$ cat src/rtl/spr_pkg.sv
package spr_pkg;

  // ------------------------------------------------------------------
  // Register geometry
  // ------------------------------------------------------------------
  localparam int unsigned SPR_STAGES    = 8;  // Stages in the register
  localparam int unsigned SPR_TAIL      = 3;  // Stages with outputs
  localparam int unsigned SPR_TAIL_LSB  = 5;  // First stage with an output
  localparam int unsigned SPR_LAST      = 7;  // Serial output stage
  localparam int unsigned SPR_BUF_DEPTH = 2;  // Entries in the tail buffer

  // ------------------------------------------------------------------
  // Carriers
  // ------------------------------------------------------------------
  // One clock-edge operation offered by the surrounding logic
  typedef struct packed {
    logic                  parallel_load_select;
    logic                  serial_in;
    logic [SPR_STAGES-1:0] parallel_inputs;
  } spr_op_t;

  // Snapshot of the three tail stages, last stage in the top bit
  typedef logic [SPR_TAIL-1:0] spr_tail_t;

endpackage

$ cat src/rtl/spr_shift_reg.sv
`timescale 1ns/1ps
`default_nettype none

module spr_shift_reg
  import spr_pkg::*;
#(
  parameter int unsigned BUF_DEPTH = SPR_BUF_DEPTH
) (
  // Clock and reset
  input  wire logic      clock,
  input  wire logic      rst_n,
  // Operation stream from surrounding logic
  input  wire logic      op_valid,
  input  wire spr_op_t   op,
  output var  logic      op_ready,
  // Direct tail stage outputs
  output var  spr_tail_t tail_stage_outputs,
  output var  logic      serial_out,
  // Buffered tail snapshots
  output var  logic      snap_valid,
  output var  spr_tail_t snap_data,
  input  wire logic      snap_ready
);

  // ------------------------------------------------------------------
  // Operation acceptance
  // ------------------------------------------------------------------
  // A step happens only on an accepted operation; with no operation
  // offered, or the snapshot buffer full, the register holds, so a
  // stalled receiver never misses a tail value.
  logic step;
  logic buf_in_ready;

  assign op_ready = buf_in_ready;
  assign step     = op_valid && buf_in_ready;

  // ------------------------------------------------------------------
  // Stage register
  // ------------------------------------------------------------------
  logic [SPR_STAGES-1:0] stage_r;
  logic [SPR_STAGES-1:0] stage_nxt;

  // Per-stage next value: load, shift or hold
  for (genvar i = 0; i < SPR_STAGES; i++) begin : g_stage
    logic shift_src;
    if (i == 0) begin : g_first
      assign shift_src = op.serial_in;
    end else begin : g_rest
      assign shift_src = stage_r[i-1];
    end
    assign stage_nxt[i] = !step                   ? stage_r[i] :
                          op.parallel_load_select ? op.parallel_inputs[i] :
                                                    shift_src;
  end

  // Stages are deliberately left without reset; a load or eight shifts
  // give them a defined value, exactly as the discrete part behaves.
  always_ff @(posedge clock) begin
    stage_r <= stage_nxt;
  end

  // ------------------------------------------------------------------
  // Outputs
  // ------------------------------------------------------------------
  // Only the three tail stages leave the block
  assign tail_stage_outputs = stage_r[SPR_LAST:SPR_TAIL_LSB];
  assign serial_out         = stage_r[SPR_LAST];

  // Each step pushes the tail it is about to produce
  spr_tail_buf #(
    .WIDTH (SPR_TAIL),
    .DEPTH (BUF_DEPTH)
  ) u_tail_buf (
    .clock     (clock),
    .rst_n     (rst_n),
    .in_valid  (step),
    .in_data   (stage_nxt[SPR_LAST:SPR_TAIL_LSB]),
    .in_ready  (buf_in_ready),
    .out_valid (snap_valid),
    .out_data  (snap_data),
    .out_ready (snap_ready)
  );

  // ------------------------------------------------------------------
  // Checks
  // ------------------------------------------------------------------
  // The stages power up unknown, so every check that compares stage
  // contents with their own earlier values waits until a load, or
  // eight shifts since reset, has written every stage. A mid-run reset
  // mutes those checks until the register is full again, trading a
  // little coverage for never tripping on undefined power-up contents.
  localparam int unsigned   FW        = $clog2(SPR_STAGES + 1);
  localparam logic [FW-1:0] FILL_FULL = FW'(SPR_STAGES);

  logic [FW-1:0] fill_r;
  logic [FW-1:0] fill_nxt;
  logic          stage_known;
  logic          load_step;
  logic          shift_step;

  assign load_step   = step && op.parallel_load_select;
  assign shift_step  = step && !op.parallel_load_select;
  assign stage_known = (fill_r == FILL_FULL);

  // Next fill level: full on a load, one more per shift, saturating
  always_comb begin
    fill_nxt = fill_r;
    if (load_step) begin
      fill_nxt = FILL_FULL;
    end else if (shift_step && !stage_known) begin
      fill_nxt = fill_r + 1'b1;
    end
  end

  // Fill level register; only reset clears it
  always_ff @(posedge clock) begin
    if (!rst_n) begin
      fill_r <= '0;
    end else begin
      fill_r <= fill_nxt;
    end
  end

  // A load overwrites every stage, defined or not
  load_all_a: assert property (@(posedge clock) disable iff (!rst_n)
    load_step |=> stage_r == $past(op.parallel_inputs))
    else $error("parallel load did not fill all stages");

  // The serial bit lands in the first stage on every shift
  serial_entry_a: assert property (@(posedge clock) disable iff (!rst_n)
    shift_step |=> stage_r[0] == $past(op.serial_in))
    else $error("serial input not captured in first stage");

  // Every stage above the first takes its neighbour's old value
  shift_move_a: assert property (@(posedge clock) disable iff (!rst_n)
    (stage_known && shift_step)
    |=> stage_r[SPR_STAGES-1:1] == $past(stage_r[SPR_STAGES-2:0]))
    else $error("stages did not move by one place");

  // Without an accepted step nothing moves
  idle_hold_a: assert property (@(posedge clock) disable iff (!rst_n)
    (stage_known && !step) |=> $stable(stage_r))
    else $error("register changed without an accepted step");

  // A refused operation leaves the visible tail alone
  edge_only_a: assert property (@(posedge clock) disable iff (!rst_n)
    (stage_known && op_valid && !op_ready) |=> $stable(tail_stage_outputs))
    else $error("tail moved while operation was refused");

  // Refusal only happens while snapshots are waiting
  refuse_full_a: assert property (@(posedge clock) disable iff (!rst_n)
    !op_ready |-> snap_valid)
    else $error("operation refused with an empty snapshot buffer");

  // A step onto one stalled snapshot fills the buffer and refuses
  ready_drop_a: assert property (@(posedge clock) disable iff (!rst_n)
    (snap_valid && !snap_ready && step) |=> !op_ready)
    else $error("full snapshot buffer still accepts operations");

  // The tail pins show the loaded top three bits
  tail_load_a: assert property (@(posedge clock) disable iff (!rst_n)
    load_step |=> tail_stage_outputs
                  == $past(op.parallel_inputs[SPR_LAST:SPR_TAIL_LSB]))
    else $error("tail outputs do not show loaded stages");

  // After a shift the tail pins show the three stages below them
  tail_shift_a: assert property (@(posedge clock) disable iff (!rst_n)
    (stage_known && shift_step) |=> tail_stage_outputs
                  == $past(stage_r[SPR_LAST-1:SPR_TAIL_LSB-1]))
    else $error("tail outputs did not follow a shift");

  // The serial output shows the last stage after a load
  load_serial_a: assert property (@(posedge clock) disable iff (!rst_n)
    load_step |=> serial_out == $past(op.parallel_inputs[SPR_LAST]))
    else $error("serial output does not show loaded last stage");

  // On a shift the serial output takes the seventh stage
  shift_serial_a: assert property (@(posedge clock) disable iff (!rst_n)
    (stage_known && shift_step) |=> serial_out == $past(stage_r[SPR_LAST-1]))
    else $error("serial output did not advance on a shift");

  // A first stage bit reaches the serial output after seven shifts
  serial_drain_a: assert property (@(posedge clock) disable iff (!rst_n)
    (stage_known && shift_step) ##1 shift_step [*6]
    |=> serial_out == $past(stage_r[0], 7))
    else $error("first stage bit not at serial output after seven shifts");

  // A step into an empty buffer is offered one cycle later
  snap_match_a: assert property (@(posedge clock) disable iff (!rst_n)
    (step && !snap_valid) ##1 stage_known
    |-> snap_valid && snap_data == tail_stage_outputs)
    else $error("snapshot does not match new tail");

  // Taking a snapshot always frees room for the next operation
  ready_free_a: assert property (@(posedge clock) disable iff (!rst_n)
    (snap_valid && snap_ready) |=> op_ready)
    else $error("operation still refused after a snapshot was taken");

  // Main scenarios worth seeing at least once
  load_seen_c: cover property (@(posedge clock) disable iff (!rst_n)
    load_step ##1 shift_step [*8]);

  shift_run_c: cover property (@(posedge clock) disable iff (!rst_n)
    shift_step [*8]);

  stall_seen_c: cover property (@(posedge clock) disable iff (!rst_n)
    op_valid && !op_ready);

  drain_seen_c: cover property (@(posedge clock) disable iff (!rst_n)
    (op_valid && !op_ready) ##1 (snap_valid && snap_ready) ##1 step);

endmodule

`default_nettype wire

$ cat src/rtl/spr_tail_buf.sv
`timescale 1ns/1ps
`default_nettype none

module spr_tail_buf
  import spr_pkg::*;
#(
  parameter int unsigned WIDTH = SPR_TAIL,
  parameter int unsigned DEPTH = SPR_BUF_DEPTH
) (
  // Clock and reset
  input  wire logic             clock,
  input  wire logic             rst_n,
  // Filling side
  input  wire logic             in_valid,
  input  wire logic [WIDTH-1:0] in_data,
  output var  logic             in_ready,
  // Draining side
  output var  logic             out_valid,
  output var  logic [WIDTH-1:0] out_data,
  input  wire logic             out_ready
);

  localparam int unsigned PW = (DEPTH > 1) ? $clog2(DEPTH) : 1;
  localparam int unsigned CW = $clog2(DEPTH + 1);
  localparam logic [PW-1:0] PTR_LAST = PW'(DEPTH - 1);
  localparam logic [CW-1:0] CNT_FULL = CW'(DEPTH);

  // ------------------------------------------------------------------
  // Storage and pointers
  // ------------------------------------------------------------------
  logic [WIDTH-1:0] mem_r   [DEPTH];
  logic [WIDTH-1:0] mem_nxt [DEPTH];
  logic [PW-1:0]    wr_ptr_r, wr_ptr_nxt;
  logic [PW-1:0]    rd_ptr_r, rd_ptr_nxt;
  logic [CW-1:0]    count_r,  count_nxt;
  logic             push;
  logic             pop;
  logic             ready_r,  ready_nxt;
  logic             valid_r,  valid_nxt;
  logic [WIDTH-1:0] head_r,   head_nxt;

  // Flags and head word are flops of their own, worked out from the next count and
  // next read pointer, so the outputs carry no decode after the clock edge
  assign in_ready  = ready_r;
  assign out_valid = valid_r;
  assign out_data  = head_r;
  assign push      = in_valid && in_ready;
  assign pop       = out_valid && out_ready;

  // Next pointers, count and entry contents
  always_comb begin
    wr_ptr_nxt = wr_ptr_r;
    rd_ptr_nxt = rd_ptr_r;
    count_nxt  = count_r;
    for (int i = 0; i < DEPTH; i++) begin
      mem_nxt[i] = mem_r[i];
    end
    if (push) begin
      mem_nxt[wr_ptr_r] = in_data;
      wr_ptr_nxt = (wr_ptr_r == PTR_LAST) ? '0 : wr_ptr_r + 1'b1;
    end
    if (pop) begin
      rd_ptr_nxt = (rd_ptr_r == PTR_LAST) ? '0 : rd_ptr_r + 1'b1;
    end
    if (push && !pop) begin
      count_nxt = count_r + 1'b1;
    end else if (pop && !push) begin
      count_nxt = count_r - 1'b1;
    end
    ready_nxt = (count_nxt != CNT_FULL);
    valid_nxt = (count_nxt != '0);
    head_nxt  = mem_nxt[rd_ptr_nxt];
  end

  // Entries carry no reset; only the control state needs one
  always_ff @(posedge clock) begin
    for (int i = 0; i < DEPTH; i++) begin
      mem_r[i] <= mem_nxt[i];
    end
    head_r <= head_nxt;
    if (!rst_n) begin
      wr_ptr_r <= '0;
      rd_ptr_r <= '0;
      count_r  <= '0;
      ready_r  <= 1'b1;
      valid_r  <= 1'b0;
    end else begin
      wr_ptr_r <= wr_ptr_nxt;
      rd_ptr_r <= rd_ptr_nxt;
      count_r  <= count_nxt;
      ready_r  <= ready_nxt;
      valid_r  <= valid_nxt;
    end
  end

  // ------------------------------------------------------------------
  // Checks
  // ------------------------------------------------------------------
  count_bound_a: assert property (@(posedge clock) disable iff (!rst_n)
    count_r <= CNT_FULL)
    else $error("buffer count beyond depth");

  full_hold_a: assert property (@(posedge clock) disable iff (!rst_n)
    (!in_ready && !out_ready) |=> !in_ready && $stable(out_data))
    else $error("full buffer changed while drain stalled");

  flag_match_a: assert property (@(posedge clock) disable iff (!rst_n)
    in_ready == (count_r != CNT_FULL) && out_valid == (count_r != '0))
    else $error("buffer flags disagree with the count");

endmodule

`default_nettype wire

$ cat config.mk
export PLATFORM = sky130hd
export DESIGN_NAME = spr_shift_reg
export DESIGN_NICKNAME = d
export VERILOG_FILES = /design/src/rtl/spr_pkg.sv /design/src/rtl/spr_shift_reg.sv /design/src/rtl/spr_tail_buf.sv
export SDC_FILE = /design/constraint.sdc
export NUM_CORES = 1
export LEC_CHECK = 0
export ABC_AREA = 1
export BUFFER_PORTS_ARGS = -buffer_cell sky130_fd_sc_hd__buf_2
export CELL_PAD_IN_SITES_DETAIL_PLACEMENT = 0
export CELL_PAD_IN_SITES_GLOBAL_PLACEMENT = 1
export CORE_AREA = 2 2 55 57
export CTS_BUF_LIST = sky130_fd_sc_hd__clkbuf_8 sky130_fd_sc_hd__clkbuf_16
export DETAILED_ROUTE_END_ITERATION = 10
export DIE_AREA = 0 0 57 59
export PLACE_DENSITY_LB_ADDON = 0.1
export SLEW_MARGIN = 20
export SYNTH_ARGS = -nofsm -noshare
export SYNTH_HDL_FRONTEND = slang
export SYNTH_HIERARCHICAL = 1
export SYNTH_SLANG_ARGS = --single-unit
$ cat constraint.sdc
create_clock -name clock -period 1.3 [get_ports clock]
set_input_delay 0 -clock clock [delete_from_list [all_inputs] [get_ports clock]]
set_output_delay 0 -clock clock [all_outputs]
set_load 0.05 [all_outputs]
==> results.py, run 1 <==
metrics = {
    "run": {
        "maxCapViolCount": 0,
    },
    "timing": {
        "period_share": 0.921,
        "fin_worst_skew_ns": 0.00235,
        "clock.fmax_mhz": 835,
        "drv_slew": 0,
        "worst_slack_ns": 0.103,
        "period_minus_slack_ns": 1.20,
        "setup_viol_count_final": 0,
        "slew-limit-headroom": 0.791,
        "rsz0062_at_grt": "false",
        "tightest_slew_ns": 0.314,
        "finalHoldViolCount": 0,
        "setup_tns_ns": 0,
    },
    "pwr": {
        "power.switching_mw": 1.17,
        "p_comb_frac": 0.431,
        "ir_drop_uv": 1400,
        "p_seq_frac": 0.410,
        "power_density_nw_per_um2": 2300,
        "p_int_mw": 1.53,
        "pwr-share-clk": 0.159,
        "p_leak_nw": 0.627,
        "p_sw_frac": 0.433,
    },
    "synth": {
        "syn_inst": 121,
        "synthTopCellsByCount": "nand2_1, dfxtp_1, inv_1",
        "yosys.area.top_type_share": 0.368,
        "async_reset_ff_frac": 0,
        "ys_seq_area_frac": 0.521,
        "synth_area_per_cell_sq_um": 8.10,
        "synth_top_area_cell": "dfxtp_1",
        "yosysWarnings": 6,
        "yosys.cell_count.top_type": "nand2_1",
        "synth.net_count": 135,
        "syn_area_sq_um": 980,
        "synth_cell_types": 17,
        "synth_ff_type": "dfxtp_1",
        "yosys_register_bits": 23,
        "synth_edf_count": 5,
        "netlist_top_cells_area": "dfxtp_1, nand2_1, edfxtp_1, inv_1, nand3_1",
    },
    "routing": {
        "wl_per_cell_um": 9.70,
        "via_per_inst": 4.31,
        "drt_iter0_drc": 12,
        "dr_total_vias": 755,
        "drc": 0,
        "drt_wl_total_um": 1700,
        "firstDrtPassIters": 3,
        "ant_nets": 0,
    },
    "grt": {
        "grt_max_degree": 13,
        "grt.overflow.total": 0,
        "track_usage": 0.118,
        "grt_antenna_before_repair": 0,
        "grt_pass1_vias": 723,
        "grt_pass1_wl_um": 3060,
    },
    "floorplan": {
        "ios": 23,
        "fp.dieArea_sq_um": 3360,
        "die_w_um": 57,
        "initial_core_util": 0.361,
        "core_sq_um": 2710,
        "die-height_um": 59,
        "num_rows": 19,
    },
    "cells_and_area": {
        "final_nets": 159,
        "area_growth_pct": 19.7,
        "fillers": 310,
        "antenna_cells": 0,
        "drive_gt1_frac": 0.313,
    },
    "clock_tree": {
        "cts_buffer_depth": 2,
        "postCtsSetupRepairBufs": 0,
        "cts_tree": "yes",
        "clk_latency_ns": 0.26,
        "clock-sinks": 23,
        "numCtsBuffers": 3,
        "clkSlewWorstSetupHoldPaths_ns": 0.08,
        "htree_levels": 1,
        "cts_root_buf": "clkbuf_8",
    },
    "setup_path": {
        "cp-start-kind": "register",
        "worstSetupPathType": "reg -> reg",
        "critPathMaxFanout": 10,
        "end_kind": "register",
        "crit_arrival_ns": 1.34,
        "cp_data_required_time_ns": 1.45,
    },
    "run_status": {
        "status": "completed",
    },
    "placement": {
        "pre_cts_slack_ns": 0.00765,
        "portBuffers": 22,
        "place.gp.congestion": 0.746,
        "hpwl_um": 1320,
    },
    "worst_hold_path": {
        "hp-class": "in -> reg",
    },
}
## per-layer routing
| metal | wire length, um | global-route usage | part of all wire |
|---|---|---|---|
| met2 | 770 | 0.184 | 0.45 |
| met4 | 23 | 0.0399 | 0.014 |
| met1 | 829 | 0.152 | 0.49 |
| met3 | 75 | 0.0415 | 0.044 |
| met5 | 0 | 0 | 0 |
## power groups by stage
| stage | Combinational (mW) | Sequential (mW) | Clock (mW) |
|---|---|---|---|
| floorplan | 0.672 | 1.38 | 0 |
| global placement | 1.14 | 1.12 | 0 |
| detailed placement | 1.14 | 1.12 | 0 |
| CTS | 1.15 | 1.10 | 0.449 |
| global route | 1.27 | 1.13 | 0.473 |
| finish | 1.16 | 1.10 | 0.428 |
## state kept, by name (all words and copies together) (netlist names)
name and cells:
u_tail_buf/wr_ptr_r 1, u_tail_buf/rd_ptr_r 1, u_tail_buf/mem_r 6, u_tail_buf/count_r 2, u_tail_buf/out_valid 1, u_tail_buf/out_data 3
stage_r 8, u_tail_buf/in_ready 1
## placed cells by master (no fill, tap or decap), types with 2 or more instances in the layout
cell type / n
nand2_1: 49
o21ai_1: 4
o21ai_2: 2
dfxtp_1: 17
nand3_1: 7
inv_1: 13
inv_2: 2
nand2_2: 8
clkbuf_8: 3
edfxtp_1: 5
buf_2: 22
nand2_4: 3
## worst max-delay path: stages, from the launching register on
cell and delay [ns]:
dfxtp_4 0.37, nand2_2 0.14, inv_8 0.07, nand2_4 0.09, clkinv_4 0.08, nand2_4 0.10, nand2_1 0.05, o21ai_1 0.10
o21ai_1 0.08
## cell families (layout without fill, tap and decap cells)
group | Yosys count | in the layout | share of synthesized area
AND/OR/NAND/NOR | 70 | 70 | 0.312
flip-flops | 23 | 23 | 0.521
XOR/XNOR | 1 | 1 | 0.0166
buffers and inverters | 20 | 43 | 0.115
AO/OA/AOI/OAI | 7 | 7 | 0.0358
## repair_timing
action	CTS	global route
hold buffers	1	0
setup endpoints to repair	1	9
hold endpoints to repair	1	0
resized for setup	1	6
## cell type report
type                            instances  area [sq um]  share of cell area
Sequential cell                        23           514               0.439
Clock inverter                          1          3.75             0.00320
Timing Repair Buffer                   23           120               0.102
Tap cell                               31          38.8              0.0331
Inverter                               16          72.6              0.0619
Multi-Input combinational cell         78           382               0.326
Clock buffer                            3          41.3              0.0352
## stage by stage
step	util	total power [mW]	cell area, sq um	hold slack (ns)	std cells
after detailed placement	0.406	2.26	1100	0.254	170
after global routing	0.433	2.87	1170	0.0196	175
after CTS	0.428	2.71	1160	0.00140	175
after global placement	0.406	2.25	1100	0.250	170
after floorplan	-	2.05	986	0.0930	121
final	0.433	2.69	1170	0.00602	175
## worst paths after layout
kind | from | to | slack [ns] | cells after the start
hold reg to reg | u_tail_buf/mem_r[0][1]$_DFF_P_ | u_tail_buf/mem_r[0][1]$_DFF_P_ | 0.45 | 2
setup reg to reg | u_tail_buf/in_ready$_SDFF_PN1_ | u_tail_buf/out_data[2]$_DFF_P_ | 0.10 | 8
setup / recovery | u_tail_buf/in_ready$_SDFF_PN1_ | u_tail_buf/out_data[2]$_DFF_P_ | 0.10 | 8
hold / removal | op[1] | stage_r[1]$_DFFE_PP_ | 0.006 | 3
No activity file was read; power rests on OpenSTA's default activity.
==> inputs of run 2 (changes only) <==
--- a/config.mk
+++ b/config.mk
@@ -7,7 +7,7 @@
 export LEC_CHECK = 0
 export ABC_AREA = 1
 export BUFFER_PORTS_ARGS = -buffer_cell sky130_fd_sc_hd__buf_2
-export CELL_PAD_IN_SITES_DETAIL_PLACEMENT = 0
+export CELL_PAD_IN_SITES_DETAIL_PLACEMENT = 1
 export CELL_PAD_IN_SITES_GLOBAL_PLACEMENT = 1
 export CORE_AREA = 2 2 55 57
 export CTS_BUF_LIST = sky130_fd_sc_hd__clkbuf_8 sky130_fd_sc_hd__clkbuf_16
==> results.py, run 2 (synthesized netlist as in run 1, its figures left out) <==
metrics = {
    "run_status": {
        "status": "completed",
    },
    "setup_path": {
        "crit_top_cell": "nand2_4",
        "path_buf_inv": 2,
        "path_cells": "nand2_4, inv_8, nand2_4, inv_8, nand2_4, nand2_1, nand2_2, nand2_1, o21ai_1",
        "cp_data_required_time_ns": 1.44,
        "reg2reg_slack_ns": 0.16,
        "cp-start-kind": "register",
        "cp_slowest_cell": "dfxtp_4",
        "worstSetupPathType": "reg -> reg",
        "slowest_delay_ns": 0.36,
        "critPathMaxFanout": 10,
        "crit_arrival_ns": 1.28,
        "end_kind": "register",
        "cpLargestDelayFamily": "simple AND/OR/NAND/NOR gates",
    },
    "clock_tree": {
        "clk_latency_ns": 0.26,
        "cts_tree": "yes",
        "clock-sinks": 23,
        "cts_root_buf": "clkbuf_8",
        "numCtsBuffers": 3,
        "cts_buffer_depth": 2,
        "htree_levels": 1,
        "clkSlewWorstSetupHoldPaths_ns": 0.08,
    },
    "timing": {
        "clock.fmax_mhz": 879,
        "setup_viol_count_final": 0,
        "finalHoldViolCount": 0,
        "rsz0062_at_grt": "false",
        "worst_slack_ns": 0.162,
        "slew-limit-headroom": 0.772,
        "tightest_slew_ns": 0.342,
        "period_share": 0.875,
        "period_minus_slack_ns": 1.14,
        "timing.hold.ws_ns": 0.0120,
        "drv_slew": 0,
        "fin_worst_skew_ns": 0.00399,
    },
    "floorplan": {
        "core_sq_um": 2710,
        "die-height_um": 59,
        "initial_core_util": 0.361,
        "num_rows": 19,
        "die_w_um": 57,
        "fp.dieArea_sq_um": 3360,
        "ios": 23,
    },
    "routing": {
        "drc": 0,
        "drt_wl_total_um": 2060,
        "wl_per_cell_um": 11.7,
        "dr_total_vias": 797,
        "ant_nets": 0,
        "firstDrtPassIters": 4,
        "via_per_inst": 4.53,
        "drt_iter0_drc": 27,
    },
    "pwr": {
        "power.switching_mw": 1.23,
        "p_sw_frac": 0.442,
        "pwr-share-clk": 0.153,
        "p_comb_frac": 0.449,
        "ir_drop_uv": 1430,
        "p_int_mw": 1.55,
        "p_leak_nw": 0.630,
        "p_seq_frac": 0.399,
        "power_density_nw_per_um2": 2320,
        "total_power_mw": 2.78,
    },
    "cells_and_area": {
        "regMostFlops": "stage_r",
        "largest_reg_flops": 8,
        "area_growth_pct": 22.5,
        "final_cell_mix": "nand2_1, buf_2, dfxtp_1",
        "antenna_cells": 0,
        "layout_commonest_cell": "nand2_1",
        "drive_gt1_frac": 0.324,
        "final_util": 0.443,
        "final_nets": 160,
        "fillers": 354,
    },
    "grt": {
        "grt_antenna_before_repair": 0,
        "grt_pass1_vias": 869,
        "track_usage": 0.143,
        "grt_pass1_wl_um": 3680,
        "grt_max_degree": 13,
        "grt.overflow.total": 0,
    },
    "run": {
        "maxCapViolCount": 0,
    },
    "worst_hold_path": {
        "hp-class": "in -> reg",
    },
    "placement": {
        "pre_cts_slack_ns": -0.0129,
        "portBuffers": 22,
        "hpwl_um": 1510,
        "place.gp.congestion": 0.746,
    },
}
run 2: area by class of cell:
cell class              instances  area [sq um]  share of cell area
repair buffers                 24           128               0.106
inverters                      16          75.1              0.0626
clock buffers                   3          41.3              0.0344
clock inverters                 1          3.75             0.00313
well taps                      31          38.8              0.0323
flip-flops and latches         23           514               0.429
multi-input cells              78           399               0.333
run 2: worst paths after layout:
path / start / endpoint / cells after the start
hold / removal: op[1] / stage_r[1]$_DFFE_PP_ / 3
setup / recovery: u_tail_buf/in_ready$_SDFF_PN1_ / u_tail_buf/out_data[0]$_DFF_P_ / 9
hold reg to reg: u_tail_buf/mem_r[0][0]$_DFF_P_ / u_tail_buf/mem_r[0][0]$_DFF_P_ / 2
setup reg to reg: u_tail_buf/in_ready$_SDFF_PN1_ / u_tail_buf/out_data[0]$_DFF_P_ / 9
run 2: timing repair:
action	4_1_cts	5_1_grt
setup endpoints to repair	4	10
hold buffers	1	0
buffers inserted	0	1
gates resized for setup	4	7
hold endpoints to repair	1	0
run 2: worst reg2reg max path: stages, from the launching register on:
cell	delay, ns
dfxtp_4	0.36
nand2_4	0.08
inv_8	0.10
nand2_4	0.08
inv_8	0.08
nand2_4	0.06
nand2_1	0.07
nand2_2	0.05
nand2_1	0.06
o21ai_1	0.07
run 2: through the flow:
| step | TNS [ns] | instance area, sq um | instances |
|---|---|---|---|
| 6_report | 0 | 1200 | 176 |
| 5_1_grt | 0 | 1200 | 176 |
| 4_1_cts | 0 | 1170 | 175 |
| 3_5_place_dp | -0.0183 | 1100 | 170 |
| 3_3_place_gp | 0 | 1100 | 170 |
| 2_1_floorplan | 0 | 986 | 121 |
run 2: power by group through the flow:
stage / combinational (mW) / clock, mW / sequential [mW]
6_report: 1.25 / 0.424 / 1.11
5_1_grt: 1.40 / 0.470 / 1.14
4_1_cts: 1.21 / 0.445 / 1.11
3_5_place_dp: 1.16 / 0 / 1.12
3_3_place_gp: 1.14 / 0 / 1.12
2_1_floorplan: 0.672 / 0 / 1.38
run 2: layer usage:
metal | part of all wire | global-route usage
met1 | 0.43 | 0.168
met2 | 0.52 | 0.263
met3 | 0.037 | 0.0393
met4 | 0.0068 | 0.0299
met5 | 0 | 0
==> inputs of run 3 (changes only) <==
--- a/config.mk
+++ b/config.mk
@@ -13,7 +13,7 @@
 export CTS_BUF_LIST = sky130_fd_sc_hd__clkbuf_8 sky130_fd_sc_hd__clkbuf_16
 export DETAILED_ROUTE_END_ITERATION = 10
 export DIE_AREA = 0 0 57 59
-export PLACE_DENSITY_LB_ADDON = 0.1
+export PLACE_DENSITY_LB_ADDON = 0.15
 export SLEW_MARGIN = 20
 export SYNTH_ARGS = -nofsm -noshare
 export SYNTH_HDL_FRONTEND = slang
==> constraint.sdc (replaced) <==
create_clock -name clock -period 1.3 [get_ports clock]
set_input_delay 0.195 -clock clock [delete_from_list [all_inputs] [get_ports clock]]
set_output_delay 0.195 -clock clock [all_outputs]
set_load 0.05 [all_outputs]
==> results.py, run 3 (synthesized netlist as in run 1, its figures left out) <==
metrics = {
    "run_status": {
        "status": "completed",
    },
    "grt": {
        "track_usage": 0.127,
        "grt.overflow.total": 0,
        "grt_max_degree": 13,
        "grt_antenna_before_repair": 0,
        "grt_pass1_wl_um": 3280,
        "grt_pass1_vias": 767,
    },
    "cells_and_area": {
        "drive_gt1_frac": 0.333,
        "final_cell_mix": "nand2_1, buf_2, dfxtp_1",
        "antenna_cells": 0,
        "final_util": 0.439,
        "fillers": 354,
        "largest_reg_flops": 8,
        "stdcell_area_sq_um": 1190,
        "final_nets": 159,
        "area_growth_pct": 21.5,
        "finalNonFillerCells": 175,
        "regMostFlops": "stage_r",
        "layout_commonest_cell": "nand2_1",
    },
    "clock_tree": {
        "clkSlewWorstSetupHoldPaths_ns": 0.08,
        "cts_root_buf": "clkbuf_8",
        "clock-sinks": 23,
        "hold_buffers": 0,
        "postCtsSetupRepairBufs": 0,
        "clk_latency_ns": 0.26,
        "cts_tree": "yes",
        "cts_buffer_depth": 2,
        "numCtsBuffers": 3,
        "htree_levels": 1,
    },
    "routing": {
        "drt_wl_total_um": 1990,
        "via_per_inst": 4.46,
        "drc": 0,
        "dr_total_vias": 781,
        "ant_nets": 0,
        "wl_per_cell_um": 11.4,
        "drt_iter0_drc": 15,
        "firstDrtPassIters": 4,
    },
    "floorplan": {
        "num_rows": 19,
        "die-height_um": 59,
        "ios": 23,
        "fp.dieArea_sq_um": 3360,
        "initial_core_util": 0.361,
        "die_w_um": 57,
        "core_sq_um": 2710,
    },
    "timing": {
        "setup_tns_ns": 0,
        "setup_viol_count_final": 0,
        "slew-limit-headroom": 0.785,
        "worst_slack_ns": 0.111,
        "fin_worst_skew_ns": 0.00264,
        "finalHoldViolCount": 0,
        "period_minus_slack_ns": 1.19,
        "rsz0062_at_grt": "false",
        "clock.fmax_mhz": 841,
        "period_share": 0.914,
        "timing.hold.ws_ns": 0.193,
        "drv_slew": 0,
        "tightest_slew_ns": 0.322,
    },
    "pwr": {
        "pwr-share-clk": 0.155,
        "p_sw_frac": 0.443,
        "total_power_mw": 2.78,
        "p_int_mw": 1.55,
        "ir_drop_uv": 1280,
        "p_seq_frac": 0.398,
        "p_leak_nw": 0.627,
        "power.switching_mw": 1.23,
        "p_comb_frac": 0.448,
        "power_density_nw_per_um2": 2340,
    },
    "setup_path": {
        "slowest_delay_ns": 0.35,
        "crit_arrival_ns": 0.99,
        "path_buf_inv": 2,
        "end_kind": "primary output",
        "path_cells": "buf_4, buf_2",
        "cp_slowest_cell": "dfxtp_4",
        "cp_data_required_time_ns": 1.11,
        "cpLargestDelayFamily": "buffers and inverters",
        "cp-start-kind": "register",
        "critPathMaxFanout": 3,
        "worstSetupPathType": "reg -> out",
    },
    "placement": {
        "hpwl_um": 1510,
        "dpl_cell_area_sq_um": 1110,
        "portBuffers": 22,
        "pre_cts_slack_ns": 0.0101,
        "place_inst": 171,
        "place.gp.congestion": 0.695,
    },
    "worst_hold_path": {
        "hp-class": "in -> reg",
    },
    "run": {
        "maxCapViolCount": 0,
    },
}
-- run 3: cell types whose count changed in the layout (fill, tap and decap cells not counted) --
cell / delta
nand3_1: -1
nand2_2: +1
dlygate4sd3_1: -1
nand3_2: +1
nand2_4: -1
-- run 3: path summary, 6_finish.rpt --
kind / from / end / slack (ns) / cells past startpoint
setup / recovery: u_tail_buf/in_ready$_SDFF_PN1_ / op_ready / 0.11 / 2
setup reg to reg: u_tail_buf/in_ready$_SDFF_PN1_ / u_tail_buf/out_data[0]$_DFF_P_ / 0.14 / 9
hold / removal: rst_n / u_tail_buf/in_ready$_SDFF_PN1_ / 0.19 / 2
hold reg to reg: u_tail_buf/mem_r[0][2]$_DFF_P_ / u_tail_buf/mem_r[0][2]$_DFF_P_ / 0.46 / 2
-- run 3: what timing repair did --
action / 4_1_cts / 5_1_grt
endpoints found under the setup margin: 2 / 9
pin swaps: 0 / 1
gates resized for setup: 1 / 10
-- run 3: power by group through the flow --
stage	Sequential, mW	Clock, mW	Combinational [mW]
after global placement	1.11	0	1.15
after floorplan	1.38	0	0.672
after global routing	1.14	0.480	1.36
final	1.11	0.431	1.25
after CTS	1.11	0.445	1.19
after detailed placement	1.12	0	1.18
-- run 3: cell type report --
type	count	area (sq um)	area share
multi-input combinational	78	399	0.335
tap	31	38.8	0.0326
timing repair buffer	23	118	0.0988
inverter	16	75.1	0.0631
clock buffer	3	41.3	0.0347
clock inverter	1	3.75	0.00315
sequential	23	514	0.432
-- run 3: metal layers --
metal	track usage	vias up	routed length, um
li1	-	415	-
met1	0.145	350	897
met2	0.230	14	976
met3	0.0502	2	105
met4	0.0199	0	15
met5	0	-	0
-- run 3: worst reg2reg max path, stage by stage (launching register included) --
cell,delay [ns]
dfxtp_4,0.35
nand2_2,0.11
inv_8,0.12
nand2_4,0.08
inv_8,0.08
nand2_4,0.06
nand2_1,0.08
nand2_2,0.05
nand2_1,0.05
o21ai_1,0.06
